### src/hw/irf_pkg.sv
// constants for the interrupt flag and reset cause register bank
package irf_pkg;

  // ****************************************
  // register byte addresses
  // ****************************************
  localparam logic [7:0] ADDR_FLAGS = 8'h0c;
  localparam logic [7:0] ADDR_RCAUSE = 8'h10;
  localparam logic [7:0] ADDR_IRQ_STAT = 8'h14;
  localparam logic [7:0] ADDR_IRQ_MASK = 8'h18;

  // ****************************************
  // flag register field positions
  // ****************************************
  localparam int BIT_EEPROM_DONE = 7;
  localparam int BIT_CMP_CHANGE = 6;
  localparam int BIT_RX_FULL = 5;
  localparam int BIT_TX_EMPTY = 4;
  localparam int BIT_CAPCMP = 2;
  localparam int BIT_PERIOD_MATCH = 1;
  localparam int BIT_T16_OVF = 0;
  // bits software may write in the flag register
  localparam logic [7:0] FLAGS_WR_MASK = 8'hc7;
  localparam logic [7:0] FLAGS_RESET = 8'h00;

  // ****************************************
  // reset cause register field positions
  // ****************************************
  localparam int BIT_OSC_FREQ = 3;
  localparam int BIT_POR = 1;
  localparam int BIT_BOD = 0;
  localparam logic RESET_OSC_FREQ = 1'b1;
  localparam logic RESET_POR = 1'b0;
  localparam logic RESET_BOD = 1'b0;

  // ****************************************
  // capture/compare unit modes
  // ****************************************
  localparam logic [1:0] MODE_OFF = 2'h0;
  localparam logic [1:0] MODE_CAPTURE = 2'h1;
  localparam logic [1:0] MODE_COMPARE = 2'h2;
  localparam logic [1:0] MODE_PWM = 2'h3;

  // ****************************************
  // bus answers and misc
  // ****************************************
  localparam logic [1:0] RESP_OKAY = 2'h0;
  localparam logic [1:0] RESP_DECERR = 2'h3;
  localparam int CMP_COUNT = 2;
  localparam int SYNC_STAGES = 3;

endpackage

### src/hw/irf_regs.sv
// interrupt flag and reset cause register bank with axi4-lite slave
`timescale 1ns/10ps
// ****************************************
// What this block does
// - flags set regardless of any enable
// - bit 7 sets on eeprom write done
// - bit 6 sets on comparator output change
// - bit 4 mirrors tx empty, read-only
// - capture mode: bit 2 sets on capture
// - compare mode sets bit 2; pwm none
// - bit 0 sets on 16-bit timer overflow
// - reset cause bits 7-4, 2 read zero
// - bit 3 selects fast/slow, resets one
// - resistor mode: select uses external resistor
// - power-on reset clears bits 1 and 0
// - brown-out reset clears bit 0 only
// - brown-out bit zero after power-on
// - brown-out bit meaningless when detector off
// ****************************************
module irf_regs (
  // clock and power-on reset
  input wire logic clock_i,
  input wire logic rst_i,
  // other resets from the reset controller, one-cycle pulses
  input wire logic brownout_rst_i,
  input wire logic other_rst_i,
  // configuration levels
  input wire logic brownout_detector_enable_i,
  input wire logic resistor_osc_mode_i,
  input wire logic [1:0] capcmp_mode_i,
  // peripheral events, one-cycle pulses on this clock
  input wire logic eeprom_write_done_i,
  input wire logic capture_event_i,
  input wire logic compare_match_i,
  input wire logic period_match_i,
  input wire logic timer16_overflow_i,
  // peripheral levels on this clock
  input wire logic serial_rx_full_i,
  input wire logic serial_tx_empty_i,
  // comparator outputs, asynchronous
  input wire logic [1:0] cmp_out_i,
  // axi4-lite write address and data
  input wire logic s_axi_awvalid,
  output logic s_axi_awready,
  input wire logic [7:0] s_axi_awaddr,
  input wire logic s_axi_wvalid,
  output logic s_axi_wready,
  input wire logic [31:0] s_axi_wdata,
  input wire logic [3:0] s_axi_wstrb,
  // axi4-lite write response
  output logic s_axi_bvalid,
  input wire logic s_axi_bready,
  output logic [1:0] s_axi_bresp,
  // axi4-lite read
  input wire logic s_axi_arvalid,
  output logic s_axi_arready,
  input wire logic [7:0] s_axi_araddr,
  output logic s_axi_rvalid,
  input wire logic s_axi_rready,
  output logic [31:0] s_axi_rdata,
  output logic [1:0] s_axi_rresp,
  // outputs to the oscillator and interrupt logic
  output logic osc_fast_o,
  output logic osc_use_resistor_o,
  output logic irq_o
);

  // ****************************************
  // state
  // ****************************************
  logic aw_held_ff, nxt_aw_held;
  logic w_held_ff, nxt_w_held;
  logic [7:0] waddr_ff, nxt_waddr;
  logic [7:0] wdata_ff, nxt_wdata;
  logic wstrb0_ff, nxt_wstrb0;
  logic awready_ff, nxt_awready;
  logic wready_ff, nxt_wready;
  logic bvalid_ff, nxt_bvalid;
  logic [1:0] bresp_ff, nxt_bresp;
  logic arready_ff, nxt_arready;
  logic rvalid_ff, nxt_rvalid;
  logic [31:0] rdata_ff, nxt_rdata;
  logic [1:0] rresp_ff, nxt_rresp;
  logic [7:0] flags_ff, nxt_flags;
  logic osc_freq_ff, nxt_osc_freq;
  logic por_ff, nxt_por;
  logic bod_ff, nxt_bod;
  logic [7:0] irq_stat_ff, nxt_irq_stat;
  logic [7:0] irq_mask_ff, nxt_irq_mask;
  logic irq_ff, nxt_irq;
  logic osc_res_ff, nxt_osc_res;
  logic rx_prev_ff, tx_prev_ff;
  logic [irf_pkg::SYNC_STAGES-1:0] cmp_sync_ff [irf_pkg::CMP_COUNT];
  logic [irf_pkg::CMP_COUNT-1:0] cmp_stable_ff, nxt_cmp_stable;

  // ****************************************
  // combinational helpers
  // ****************************************
  logic do_write;
  logic ar_take;
  logic cmp_change;
  logic [7:0] hw_set;
  logic [7:0] flags_view;
  logic [7:0] rcause_view;
  logic [7:0] events;
  logic [7:0] rd_byte;
  logic rd_hit;

  // ****************************************
  // comparator synchronisers
  // ****************************************

  // three stages; only stages two and three are looked at
  always_ff @(posedge clock_i or posedge rst_i) begin
    if (rst_i) begin
      for (int i = 0; i < irf_pkg::CMP_COUNT; i++) begin
        cmp_sync_ff[i] <= '0;
      end
      cmp_stable_ff <= '0;
    end else begin
      for (int i = 0; i < irf_pkg::CMP_COUNT; i++) begin
        cmp_sync_ff[i] <= {cmp_sync_ff[i][1:0], cmp_out_i[i]};
      end
      cmp_stable_ff <= nxt_cmp_stable;
    end
  end

  always_comb begin
    nxt_cmp_stable = cmp_stable_ff;
    cmp_change = 1'b0;
    for (int i = 0; i < irf_pkg::CMP_COUNT; i++) begin
      if (cmp_sync_ff[i][1] == cmp_sync_ff[i][2] && cmp_sync_ff[i][2] != cmp_stable_ff[i]) begin
        nxt_cmp_stable[i] = cmp_sync_ff[i][2];
        cmp_change = 1'b1;
      end
    end
  end

  // ****************************************
  // hardware set terms and read views
  // ****************************************

  always_comb begin
    hw_set = 8'h00;
    hw_set[irf_pkg::BIT_EEPROM_DONE] = eeprom_write_done_i;
    hw_set[irf_pkg::BIT_CMP_CHANGE] = cmp_change;
    // match in compare mode; pwm ignored
    hw_set[irf_pkg::BIT_CAPCMP] = (capture_event_i && capcmp_mode_i == irf_pkg::MODE_CAPTURE) ||
                                  (compare_match_i && capcmp_mode_i == irf_pkg::MODE_COMPARE);
    hw_set[irf_pkg::BIT_PERIOD_MATCH] = period_match_i;
    hw_set[irf_pkg::BIT_T16_OVF] = timer16_overflow_i;
  end

  // live buffer levels replace the stored bits 5 and 4
  always_comb begin
    flags_view = flags_ff & irf_pkg::FLAGS_WR_MASK;
    flags_view[irf_pkg::BIT_RX_FULL] = serial_rx_full_i;
    flags_view[irf_pkg::BIT_TX_EMPTY] = serial_tx_empty_i;
    rcause_view = 8'h00;
    rcause_view[irf_pkg::BIT_OSC_FREQ] = osc_freq_ff;
    rcause_view[irf_pkg::BIT_POR] = por_ff;
    rcause_view[irf_pkg::BIT_BOD] = bod_ff;
  end

  // interrupt events: flag sets plus buffer level rising edges
  always_comb begin
    events = hw_set;
    events[irf_pkg::BIT_RX_FULL] = serial_rx_full_i & ~rx_prev_ff;
    events[irf_pkg::BIT_TX_EMPTY] = serial_tx_empty_i & ~tx_prev_ff;
  end

  // ****************************************
  // axi4-lite write channel
  // ****************************************
  assign do_write = aw_held_ff & w_held_ff & ~bvalid_ff;

  // address and data taken in either order, answer after both
  always_comb begin
    nxt_aw_held = aw_held_ff;
    nxt_w_held = w_held_ff;
    nxt_waddr = waddr_ff;
    nxt_wdata = wdata_ff;
    nxt_wstrb0 = wstrb0_ff;
    nxt_bvalid = bvalid_ff;
    nxt_bresp = bresp_ff;
    if (s_axi_awvalid && awready_ff) begin
      nxt_aw_held = 1'b1;
      nxt_waddr = s_axi_awaddr;
    end
    if (s_axi_wvalid && wready_ff) begin
      nxt_w_held = 1'b1;
      nxt_wdata = s_axi_wdata[7:0];
      nxt_wstrb0 = s_axi_wstrb[0];
    end
    if (do_write) begin
      nxt_aw_held = 1'b0;
      nxt_w_held = 1'b0;
      nxt_bvalid = 1'b1;
      if (waddr_ff == irf_pkg::ADDR_FLAGS || waddr_ff == irf_pkg::ADDR_RCAUSE ||
          waddr_ff == irf_pkg::ADDR_IRQ_STAT || waddr_ff == irf_pkg::ADDR_IRQ_MASK) begin
        nxt_bresp = irf_pkg::RESP_OKAY;
      end else begin
        nxt_bresp = irf_pkg::RESP_DECERR;
      end
    end else if (bvalid_ff && s_axi_bready) begin
      nxt_bvalid = 1'b0;
    end
    // one write in flight; ready drops while a half is held
    nxt_awready = ~nxt_aw_held & ~nxt_bvalid;
    nxt_wready = ~nxt_w_held & ~nxt_bvalid;
  end

  // ****************************************
  // axi4-lite read channel
  // ****************************************
  assign ar_take = s_axi_arvalid & arready_ff;

  // read decode
  always_comb begin
    rd_hit = 1'b1;
    if (s_axi_araddr == irf_pkg::ADDR_FLAGS) begin
      rd_byte = flags_view;
    end else if (s_axi_araddr == irf_pkg::ADDR_RCAUSE) begin
      rd_byte = rcause_view;
    end else if (s_axi_araddr == irf_pkg::ADDR_IRQ_STAT) begin
      rd_byte = irq_stat_ff;
    end else if (s_axi_araddr == irf_pkg::ADDR_IRQ_MASK) begin
      rd_byte = irq_mask_ff;
    end else begin
      rd_byte = 8'h00;
      rd_hit = 1'b0;
    end
  end

  // answer one cycle after the address is taken
  always_comb begin
    nxt_rvalid = rvalid_ff;
    nxt_rdata = rdata_ff;
    nxt_rresp = rresp_ff;
    if (ar_take) begin
      nxt_rvalid = 1'b1;
      nxt_rdata = {24'h000000, rd_byte};
      nxt_rresp = rd_hit ? irf_pkg::RESP_OKAY : irf_pkg::RESP_DECERR;
    end else if (rvalid_ff && s_axi_rready) begin
      nxt_rvalid = 1'b0;
    end
    nxt_arready = ~nxt_rvalid;
  end

  // ****************************************
  // register contents
  // ****************************************
  always_comb begin
    nxt_flags = flags_ff;
    nxt_osc_freq = osc_freq_ff;
    nxt_por = por_ff;
    nxt_bod = bod_ff;
    nxt_irq_mask = irq_mask_ff;
    nxt_irq_stat = irq_stat_ff;
    // software writes; byte lane 0 carries every field
    if (do_write && wstrb0_ff) begin
      if (waddr_ff == irf_pkg::ADDR_FLAGS) begin
        // buffer bits masked off from writes
        nxt_flags = wdata_ff & irf_pkg::FLAGS_WR_MASK;
      end else if (waddr_ff == irf_pkg::ADDR_RCAUSE) begin
        // only bits 3, 1, 0 take writes
        nxt_osc_freq = wdata_ff[irf_pkg::BIT_OSC_FREQ];
        nxt_por = wdata_ff[irf_pkg::BIT_POR];
        nxt_bod = wdata_ff[irf_pkg::BIT_BOD];
      end else if (waddr_ff == irf_pkg::ADDR_IRQ_MASK) begin
        nxt_irq_mask = wdata_ff;
      end
    end
    // hardware set applied after software write
    nxt_flags = nxt_flags | hw_set;
    // read of status clears it, but a new event survives
    if (ar_take && s_axi_araddr == irf_pkg::ADDR_IRQ_STAT) begin
      nxt_irq_stat = 8'h00;
    end
    nxt_irq_stat = nxt_irq_stat | events;
    // non-power-on resets clear flags, set bit 3 back to one, keep bit 1
    if (brownout_rst_i || other_rst_i) begin
      nxt_flags = irf_pkg::FLAGS_RESET;
      nxt_osc_freq = irf_pkg::RESET_OSC_FREQ;
    end
    // detector off: bit just left as software wrote it
    if (brownout_rst_i && brownout_detector_enable_i) begin
      nxt_bod = irf_pkg::RESET_BOD;
    end
    nxt_osc_res = nxt_osc_freq & resistor_osc_mode_i;
    nxt_irq = |(nxt_irq_stat & nxt_irq_mask);
  end

  // ****************************************
  // registers; rst_i is the power-on reset
  // ****************************************

  // brown-out bit given zero at power-on
  always_ff @(posedge clock_i or posedge rst_i) begin
    if (rst_i) begin
      aw_held_ff <= 1'b0;
      w_held_ff <= 1'b0;
      waddr_ff <= 8'h00;
      wdata_ff <= 8'h00;
      wstrb0_ff <= 1'b0;
      awready_ff <= 1'b0;
      wready_ff <= 1'b0;
      bvalid_ff <= 1'b0;
      bresp_ff <= irf_pkg::RESP_OKAY;
      arready_ff <= 1'b0;
      rvalid_ff <= 1'b0;
      rdata_ff <= 32'h00000000;
      rresp_ff <= irf_pkg::RESP_OKAY;
      flags_ff <= irf_pkg::FLAGS_RESET;
      osc_freq_ff <= irf_pkg::RESET_OSC_FREQ;
      por_ff <= irf_pkg::RESET_POR;
      bod_ff <= irf_pkg::RESET_BOD;
      irq_stat_ff <= 8'h00;
      irq_mask_ff <= 8'h00;
      irq_ff <= 1'b0;
      osc_res_ff <= 1'b0;
      rx_prev_ff <= 1'b0;
      tx_prev_ff <= 1'b1; // empty buffer is the idle level, no false edge
    end else begin
      aw_held_ff <= nxt_aw_held;
      w_held_ff <= nxt_w_held;
      waddr_ff <= nxt_waddr;
      wdata_ff <= nxt_wdata;
      wstrb0_ff <= nxt_wstrb0;
      awready_ff <= nxt_awready;
      wready_ff <= nxt_wready;
      bvalid_ff <= nxt_bvalid;
      bresp_ff <= nxt_bresp;
      arready_ff <= nxt_arready;
      rvalid_ff <= nxt_rvalid;
      rdata_ff <= nxt_rdata;
      rresp_ff <= nxt_rresp;
      flags_ff <= nxt_flags;
      osc_freq_ff <= nxt_osc_freq;
      por_ff <= nxt_por;
      bod_ff <= nxt_bod;
      irq_stat_ff <= nxt_irq_stat;
      irq_mask_ff <= nxt_irq_mask;
      irq_ff <= nxt_irq;
      osc_res_ff <= nxt_osc_res;
      rx_prev_ff <= serial_rx_full_i;
      tx_prev_ff <= serial_tx_empty_i;
    end
  end

  // ****************************************
  // outputs, all from flops
  // ****************************************
  assign s_axi_awready = awready_ff;
  assign s_axi_wready = wready_ff;
  assign s_axi_bvalid = bvalid_ff;
  assign s_axi_bresp = bresp_ff;
  assign s_axi_arready = arready_ff;
  assign s_axi_rvalid = rvalid_ff;
  assign s_axi_rdata = rdata_ff;
  assign s_axi_rresp = rresp_ff;
  assign osc_fast_o = osc_freq_ff;
  assign osc_use_resistor_o = osc_res_ff;
  assign irq_o = irq_ff;

endmodule

### config.mk
export PLATFORM = sky130hd
export DESIGN_NAME = irf_regs
export DESIGN_NICKNAME = d
export VERILOG_FILES = /design/src/hw/irf_pkg.sv /design/src/hw/irf_regs.sv
export SDC_FILE = /design/constraint.sdc
export NUM_CORES = 1
export LEC_CHECK = 0
export BUFFER_PORTS_ARGS = -buffer_cell sky130_fd_sc_hd__buf_2
export CORE_MARGIN = 2
export CORE_UTILIZATION = 50
export DETAILED_ROUTE_END_ITERATION = 10
export PLACE_DENSITY = 0.9
export SYNTH_ARGS = -nofsm -noshare
export SYNTH_HDL_FRONTEND = slang
export SYNTH_SLANG_ARGS = --single-unit
### constraint.sdc
create_clock -name clock_i -period 4.3 [get_ports clock_i]
set_input_delay 1.29 -clock clock_i [delete_from_list [all_inputs] [get_ports clock_i]]
set_output_delay 1.29 -clock clock_i [all_outputs]
set_load 0.05 [all_outputs]
---- Yosys cells after proc, flatten, opt, wreduce, memory -nomap -nowiden ----
Index checks and enable logic that the tools add are counted.
Widths: inputs -> output; s select.
operators by class
  $add $sub $neg .......................... 0
  multipliers ............................. 0
  divide/modulo/power cells ............... 0
  $lt $le $gt $ge ......................... 0
  eq/ne operators ......................... 15
  shift-type cells ........................ 0
  muxes and demuxes ....................... 36
  bitwise operators ....................... 19
  reduce and logical (&&, ||, !) cells .... 21
operator list
  cell                number
  $mux 8              12
  $eq 8x5->1 const B  6
  $mux 1              22
  $eq 8x4->1 const B  2
  $or 8x8->8          2
  $logic_and 1x1->1   11
  $and 1x1->1         8
  $and 8x8->8         1
  $not 1->1           8
  $reduce_or 8->1     1
  $reduce_and 3->1    2
  $logic_or 1x1->1    5
  $mux 2              2
  $reduce_bool 2->1   2
  $eq 1x1->1          2
  $eq 2x1->1 const B  1
  $eq 2x2->1 const B  1
  $ne 1x1->1          2
  $ne 2x1->1 const B  1
storage, ports and cells
  register bits after elaboration ......... 75
  bits in latches ......................... 0
  bits in writable memories ............... 0
  memory bits (read-only) ................. 0
  input bits .............................. 74
  output and inout port bits .............. 44
  logic and storage cells ................. 118
  memories kept ........................... 0

---- Depth between registers and ports, before layout ----
Gate-level depths: netlist (run 1).
  depth in word-level cells ............... 7
  mapped depth ............................ 7
  mapped depth without buffers ............ 5

---- Worst setup path before layout (run 1) ----
OpenSTA, ideal clock, no wires.
  path type ............................... input to register
  start ................................... in s_axi_araddr[3]
  end ..................................... reg irq_ff, in the netlist irq_o
  arrival ................................. 2,673 ps
  required time ........................... 4,153 ps
  path slack .............................. 1,480 ps
  cell stages on the path ................. 7
  cell sequence ........................... clkbuf_1 nor2b_1 clkbuf_1 nand4_2 a22o_1 a222oi_1 o2111ai_1
on the way
  cells in the longest elaborated chain, start to end .. 6
RTL lines
  element                    RTL line         text
  start, declared            irf_regs.sv:57   input wire logic [7:0] s_axi_araddr,
  $eq 8x5->1                 irf_regs.sv:277  if (ar_take && s_axi_araddr == irf_pkg::ADDR_IRQ_STAT) begin
  $logic_and 1x1->1          irf_regs.sv:277
  $mux 8                     irf_regs.sv:277
  $or 8x8->8                 irf_regs.sv:280  nxt_irq_stat = nxt_irq_stat | events;
  named net nxt_irq_stat[5]  irf_regs.sv:88   logic [7:0] irq_stat_ff, nxt_irq_stat;
  $and 8x8->8                irf_regs.sv:291  nxt_irq = |(nxt_irq_stat & nxt_irq_mask);
  $reduce_or 8->1            irf_regs.sv:291
  named net nxt_irq          irf_regs.sv:90   logic irq_ff, nxt_irq;
  end signal, assigned       irf_regs.sv:344  irq_ff <= nxt_irq;
  end, declared              irf_regs.sv:90
The timed path passes the listed nets, and every way through them passes these cells.
A chain may end at the register's enable or synchronous reset.

---- Worst setup path after layout (run 1) ----
  start ................................... in s_axi_araddr[4]
  end ..................................... reg irq_ff, in the netlist irq_o
The elaborated chain is that of the path after synthesis.

==> impl_metrics.ini, run 1 <==
[global_routing]
grt_pass1_vias = 2083
antenna_found_initial = 0
grt_max_degree = 55
overflow = 0
grtUsageTotal = 0.181
grt_pass1_wl_um = 9890

[synthesis]
syn_area_um2 = 3120
yosys.cell_types.count = 44
ys_seq_elements = 70
yosysSeqAreaShare = 0.562
avgSynthCellArea_um2 = 12.3
synth_warnings = 0
synth_cells = 254

[worst_setup_path]
crit_slowest_cell = nor2b_1
crit_fanout = 9
reg2reg_depth = 5
cp_num_buf_inv = 1
ff2ff_setup_slack_ps = 1570
slowest_delay_ps = 450
critPathLaunchType = primary input
critPathTopFamily = compound AO/OA/AOI/OAI gates
critical_path_depth = 6
required_ps = 4470
cp_data_arrival_time_ps = 3070
crit_type = in -> reg
cp_cell_sequence = buf_2, nor2b_1, nand4_2, a22o_1, a222oi_1, o2111ai_1
cp-end-kind = flop

[die]
start_util = 0.521
floorplan.rows = 28
fp.dieArea_um2 = 6890
core_um2 = 5990
die_x_um = 83.0
ios = 118
fp.dieH_um = 83.0

[sta]
hold_viol_final = 0
clock.fmax_ghz = 0.345
worst_slew_pin_slew_ps = 1070
skew_ps = 5.68
min_period_over_period = 0.674
slew_headroom = 0.286
fin_tns_setup_ps = 0
rsz0062_at_grt = no
drv_slew = 0
setup_viol = 0
period_minus_slack_ps = 2900

[cts]
clock-sinks = 70
cts_tree = yes
cts_max_path_buffers = 2
clk_pin_slew_ps = 70
cts_setup_buffers = 0
cts-root-buf = clkbuf_8
cts_resized = 0
ctsHtreeMaxLevel = 3
cts_hold_buf = 0
clk_latency_ps = 340
cts_buffers = 9

[placed_design]
gp_congestion = 0.852
dpl.hpwl_um = 4470
io_buffers = 66

[hold_path]
whs_path_depth = 0
hold_path_class = reg -> reg

[power_and_ir_drop]
power_uw = 1910
peakVddDrop_v = 0.000390
powerDensity_nw_per_um2 = 522
p_leak_uw = 0.00175

[final_layout]
syn2layout_area_growth_pct = 17.0
layout_commonest_cell = dfrtp_1
final_net_count = 399
final_cell_mix = 68 x dfrtp_1, 66 x buf_2, 24 x conb_1, 23 x mux2_2, 20 x nand2_1
fillers = 477
regArea_um2 = 1750
multi_input_area_um2 = 1220
drive_gt1_frac = 0.358
diodes = 0

[drt]
wl_um = 5730
vias_per_cell = 5.13
vias = 2078
dr.pass1.iters = 4
ant_nets = 0
drc = 0
drt-initial-drc-count = 113
routedWlPerCell_um = 14.1

[outcome]
outcome = completed

[run]
cap_violations = 0
cell usage after synthesis (all sizes together):
| cell | instances | area, um^2 |
|---|---|---|
| a22o | 8 | 70.1 |
| or3 | 1 | 11.3 |
| a31oi | 1 | 6.26 |
| o21a | 7 | 52.6 |
| o22ai | 1 | 6.26 |
| a222oi | 1 | 10.0 |
| xor2 | 1 | 8.76 |
| nand2 | 20 | 75.1 |
| conb | 1 | 3.75 |
| o31ai | 1 | 7.51 |
| buf | 26 | 195 |
| mux2 | 31 | 357 |
| nor3b | 1 | 7.51 |
| nor4b | 1 | 23.8 |
| nand3b | 2 | 15.0 |
| dfstp | 2 | 52.6 |
| nor3 | 2 | 21.3 |
| nor2 | 11 | 41.3 |
| a21oi | 8 | 40.0 |
| nor2b | 7 | 43.8 |
| dfrtp | 68 | 1700 |
| clkbuf | 4 | 15.0 |
| a211oi | 1 | 7.51 |
| o31a | 1 | 8.76 |
| mux2i | 5 | 50.1 |
| or4 | 1 | 11.3 |
| a21boi | 1 | 7.51 |
| a22oi | 8 | 60.1 |
| and2 | 3 | 18.8 |
| a21o | 5 | 37.5 |
| o2111ai | 1 | 8.76 |
| inv | 6 | 22.5 |
| xnor2 | 1 | 8.76 |
| nand4 | 1 | 12.5 |
| nor4 | 2 | 27.5 |
| and4b | 1 | 10.0 |
| nand4b | 1 | 8.76 |
| or2 | 1 | 6.26 |
| o21ai | 10 | 50.1 |
cell type report:
type	instances	share of cell area
Inverter	6	0.00617
Timing Repair Buffer	67	0.0925
Clock buffer	10	0.0377
Clock inverter	6	0.0233
Sequential cell	70	0.480
Tap cell	75	0.0257
Multi-Input combinational cell	171	0.334
worst paths after layout:
path,from,endpoint
max,s_axi_araddr[4],irq_o$_DFF_PP0_
min,cmp_sync_ff[0]$_DFF_PP0_,cmp_sync_ff[1]$_DFF_PP0_
max reg2reg,waddr_ff[6]$_DFFE_PP0P_,irq_o$_DFF_PP0_
min in group asynchronous,rst_i,cmp_sync_ff[3]$_DFF_PP0_
max in group asynchronous,rst_i,wdata_ff[5]$_DFFE_PP0P_
min reg2reg,cmp_sync_ff[0]$_DFF_PP0_,cmp_sync_ff[1]$_DFF_PP0_
state kept, by name, summed over array words and instances, names as in the netlist, 2 cells and up:
register,flops
cmp_stable_ff,2
flags_ff,5
irq_mask_ff,8
waddr_ff,8
s_axi_rdata,8
wdata_ff,8
irq_stat_ff,8
cmp_sync_ff,6
worst register-to-register path, delay by kind of cell, from the launching register on:
family | cells | cell delay [ps]
and+or+nand+nor | 2 | 1200
AOI/OAI and AO/OA | 2 | 550
muxes | 1 | 420
DFF | 1 | 380
cells by family after synthesis:
group                  Yosys count  share of synthesized area
AND/OR/NAND/NOR                 55                      0.107
AO/OA/AOI/OAI                   54                      0.119
other                            1                    0.00120
flip-flops                      70                      0.562
multiplexers                    36                      0.130
buffers and inverters           36                     0.0745
XOR/XNOR                         2                    0.00561
per-stage QoR:
step	instance area (um^2)	util	worst slack [ps]	hold WS, ps	std cells
2_1_floorplan	3210	-	1250	331	277
3_3_place_gp	3430	0.572	1150	332	389
3_5_place_dp	3430	0.572	1080	336	389
4_1_cts	3650	0.610	1430	354	405
5_1_grt	3650	0.610	1250	372	405
6_report	3650	0.610	1400	350	405
where the power goes:
group	switching, uW	internal (uW)
sequential	108	790
combinational	263	172
clock	234	340
layer usage:
metal	up-vias	wire length, um	global-route usage
met5	-	0	0
met4	0	54	0.0566
met1	991	2420	0.219
li1	989	-	-
met2	92	2810	0.295
met3	6	440	0.0775
Note: power is estimated with default switching activity, not from simulation.
==> run 2: changes to the inputs <==
ABC_AREA = 1   (was not set)
PLACE_DENSITY = 0.89   (was 0.9)
clock period = 2.9 ns   (was 4.3 ns; I/O delays follow)
==> impl_metrics.ini, run 2 <==
[worst_setup_path]
required_ps = 2030
cp-end-kind = output pin
crit_slowest_cell = dfstp_2
slowest_delay_ps = 550
crit_type = reg -> out
cp_cell_sequence = buf_2
crit_fanout = 3
critPathLaunchType = flop
cp_num_buf_inv = 1
cp_data_arrival_time_ps = 1150
critPathTopFamily = flip-flops

[drt]
routedWlPerCell_um = 12.1
vias_per_cell = 4.82
dr.pass1.iters = 4
ant_nets = 0
drc = 0
vias = 2753
wl_um = 6930
drt-initial-drc-count = 263

[die]
fp.dieArea_um2 = 7560
floorplan.rows = 30
fp.dieH_um = 87.0
ios = 118
start_util = 0.512
core_um2 = 6720
die_x_um = 87.0

[synthesis]
synth_cells = 416
synth.most_common_cell = nand2_1
netlist.area_leader.share = 0.494
avgSynthCellArea_um2 = 8.27
synth_warnings = 0
synthTopCellsByArea = dfrtp_1 49%, nand2_1 13%, buf_4 5.9%
synth_edf_count = 0
yosysSeqAreaShare = 0.510
async_reset_ff_frac = 1.00
syn_area_um2 = 3440
ys_seq_elements = 70
synth_flop_cell = dfrtp_1
yosys.cell_types.count = 33
synth_top_area_cell = dfrtp_1
yosys-top-cells-count = 119 x nand2_1, 68 x dfrtp_1, 54 x inv_1

[final_layout]
diodes = 0
stdcell_count = 571
drive_gt1_frac = 0.224
final_net_count = 560
syn2layout_area_growth_pct = 14.4
final_cell_mix = 119 x nand2_1, 68 x dfrtp_1, 66 x buf_2, 53 x inv_1, 33 x o21ai_0
layout_commonest_cell = nand2_1
final_core_util = 0.586

[cts]
cts_max_path_buffers = 2
clock-sinks = 70
cts_resized = 0
ctsHtreeMaxLevel = 3
cts_setup_buffers = 0
cts_buffers = 9
clk_latency_ps = 340
cts_tree = yes
clk_pin_slew_ps = 70
cts-root-buf = clkbuf_8
cts_hold_buf = 0

[sta]
hold_viol_final = 0
fin_tns_setup_ps = 0
drv_slew = 0
clock.fmax_ghz = 0.494
min_period_over_period = 0.698
period_minus_slack_ps = 2020
rsz0062_at_grt = no
setup_viol = 0
skew_ps = 4.45

[global_routing]
overflow = 0
grt_max_degree = 71
grtUsageTotal = 0.203
grt_pass1_vias = 2699
antenna_found_initial = 0
grt_pass1_wl_um = 11800

[power_and_ir_drop]
peakVddDrop_v = 0.000641
p_leak_uw = 0.00212
power_uw = 3170
powerDensity_nw_per_um2 = 804

[placed_design]
dpl.hpwl_um = 5120
gp_congestion = 0.839
io_buffers = 66
dpl.cell_count = 555

[hold_path]
hold_path_class = reg -> reg

[outcome]
outcome = completed

[run]
cap_violations = 0
run 2: changes by cell type in the layout (fill, tap and decap cells not counted), moves of 9 or more:
cell     previous run  this run
mux2_2             23         0
nand2_1            20       119
inv_1               5        53
o21ai_0             6        33
nand3_1             0        20
inv_2               1        10
run 2: stage by stage:
step	hold slack (ps)	area [um^2]	setup slack [ps]
2_1_floorplan	331	3530	265
3_3_place_gp	335	3760	866
3_5_place_dp	335	3760	809
4_1_cts	351	3940	863
5_1_grt	359	3940	849
6_report	351	3940	876
run 2: power by group:
part           total (uW)  switching (uW)  internal, uW
Sequential           1340             125          1220
Clock                 718             337           381
Combinational        1110             807           298
Total                3170            1270          1900
run 2: final timing paths:
check | start | endpoint | slack, ps | cells past startpoint
setup / recovery | osc_fast_o$_DFF_PP1_ | osc_fast_o | 880 | 1
hold / removal | cmp_sync_ff[0]$_DFF_PP0_ | cmp_sync_ff[1]$_DFF_PP0_ | 350 | 0
setup reg to reg | waddr_ff[5]$_DFFE_PP0P_ | irq_o$_DFF_PP0_ | 1160 | 10
hold reg to reg | cmp_sync_ff[0]$_DFF_PP0_ | cmp_sync_ff[1]$_DFF_PP0_ | 350 | 0
max in group asynchronous | rst_i | tx_prev_ff$_DFF_PP1_ | 1970 | 3
min in group asynchronous | rst_i | cmp_sync_ff[3]$_DFF_PP0_ | 600 | 3
run 2: kinds of logic after synthesis:
kind of cell,after synthesis,synth area share
and+or+nand+nor,180,0.240
buffers and inverters,96,0.137
DFF,70,0.510
AOI/OAI and AO/OA,69,0.112
other,1,0.00109
run 2: layout make-up:
type / instances / area [um^2]
flip-flops and latches: 70 / 1750
well taps: 80 / 100
inverters: 64 / 240
clock buffers: 15 / 176
fillers: 600 / 2780
clock inverters: 1 / 5.00
multi-input cells: 273 / 1300
repair buffers: 68 / 358
run 2: routing by layer:
metal,part of all wire,track usage,vias up
li1,-,-,1389
met1,0.43,0.256,1250
met2,0.47,0.330,104
met3,0.075,0.0588,10
met4,0.016,0.0795,0
met5,0,0,-
==> run 3: changes to the inputs <==
CORE_UTILIZATION = 45   (was 50)
PLACE_DENSITY = 0.85   (was 0.89)
clock period = 1.85 ns   (was 2.9 ns; I/O delays follow)
==> impl_metrics.ini, run 3 (synthesis results as in run 2) <==
[sta]
drv_slew = 0
period_minus_slack_ps = 1720
clock.fmax_ghz = 0.583
setup_viol = 0
hold_viol_final = 0
min_period_over_period = 0.928
rsz0062_at_grt = no
skew_ps = 9.71
fin_tns_setup_ps = 0

[die]
core_um2 = 7330
start_util = 0.470
ios = 118
die_x_um = 91.5
fp.dieH_um = 91.5
fp.dieArea_um2 = 8360
floorplan.rows = 31

[worst_setup_path]
cp_data_arrival_time_ps = 1160
crit_fanout = 3
required_ps = 1290
cp_cell_sequence = buf_2
crit_type = reg -> out
critPathTopFamily = flip-flops
crit_slowest_cell = dfstp_2
cp_num_buf_inv = 1
slowest_delay_ps = 560
critPathLaunchType = flop
cp-end-kind = output pin
reg2reg_depth = 11
critical_path_depth = 1
ff2ff_setup_slack_ps = 330

[final_layout]
fillers = 695
syn2layout_area_growth_pct = 18.7
final_net_count = 563
diodes = 0
drive_gt1_frac = 0.235
final_cell_mix = 119 x nand2_1, 68 x dfrtp_1, 66 x buf_2, 53 x inv_1, 33 x o21ai_0
layout_commonest_cell = nand2_1

[power_and_ir_drop]
power_frac_comb = 0.317
power_uw = 5550
swShare = 0.368
clockPowerShare = 0.302
p_int_uw = 3510
powerDensity_nw_per_um2 = 1360
peakVddDrop_v = 0.000906
p_leak_uw = 0.00218
power.switching_uw = 2040
seqPwrFrac = 0.381

[global_routing]
grt_max_degree = 71
grt_pass1_vias = 2774
grt_pass1_wl_um = 12300
antenna_found_initial = 0
grtUsageTotal = 0.185
overflow = 0

[cts]
clk_latency_ps = 350
clock-sinks = 70
ctsHtreeMaxLevel = 3
cts_setup_buffers = 0
cts_hold_buf = 0
cts_resized = 0
cts_tree = yes
cts-root-buf = clkbuf_8
clk_pin_slew_ps = 70
cts_max_path_buffers = 2
cts_buffers = 9

[hold_path]
hold_path_class = in -> async

[run]
cap_violations = 0

[drt]
vias = 2841
routedWlPerCell_um = 12.1
ant_nets = 0
dr.pass1.iters = 4
drt-initial-drc-count = 195
vias_per_cell = 4.79
drc = 0
wl_um = 7180

[placed_design]
dpl.hpwl_um = 5240
io_buffers = 66
gp_congestion = 0.840

[outcome]
outcome = completed
run 3: power by group through the flow:
stage / Combinational (uW) / Clock, uW / Sequential, uW
3_5_place_dp: 1750 / 0 / 2140
3_3_place_gp: 1690 / 0 / 2110
4_1_cts: 1760 / 1700 / 2120
2_1_floorplan: 1210 / 0 / 2320
5_1_grt: 1990 / 1770 / 2160
6_report: 1760 / 1680 / 2120
run 3: path summary, 6_finish.rpt:
path	startpoint	to
max	osc_fast_o$_DFF_PP1_	osc_fast_o
min	rst_i	cmp_stable_ff[1]$_DFFE_PP0P_
max in group asynchronous	rst_i	osc_fast_o$_DFF_PP1_
min in group clock_i	cmp_out_i[1]	cmp_sync_ff[0]$_DFF_PP0_
max reg2reg	waddr_ff[7]$_DFFE_PP0P_	irq_o$_DFF_PP0_
min reg2reg	cmp_sync_ff[3]$_DFF_PP0_	cmp_sync_ff[4]$_DFF_PP0_
run 3: routing by layer:
layer / vias up / global-route usage / wire length, um
met4: 0 / 0.0581 / 111
met1: 1307 / 0.232 / 3080
met5: - / 0 / 0
met3: 11 / 0.0564 / 541
li1: 1406 / - / -
met2: 117 / 0.306 / 3450
run 3: final cells by class:
cell class | instances | area, um^2 | area share
multi-input cells | 273 | 1300 | 0.319
clock inverters | 5 | 129 | 0.0315
clock buffers | 11 | 151 | 0.0370
flip-flops and latches | 70 | 1750 | 0.429
inverters | 64 | 244 | 0.0597
well taps | 99 | 124 | 0.0303
repair buffers | 71 | 380 | 0.0931
run 3: stage by stage:
stage	util	instance area (um^2)	std cells	setup slack (ps)	hold slack, ps
6_report	0.557	4090	593	134	295
5_1_grt	0.557	4090	593	94.8	296
4_1_cts	0.557	4090	593	121	306
3_5_place_dp	0.519	3810	577	98.3	336
3_3_place_gp	0.519	3810	577	146	336
2_1_floorplan	-	3530	439	273	331
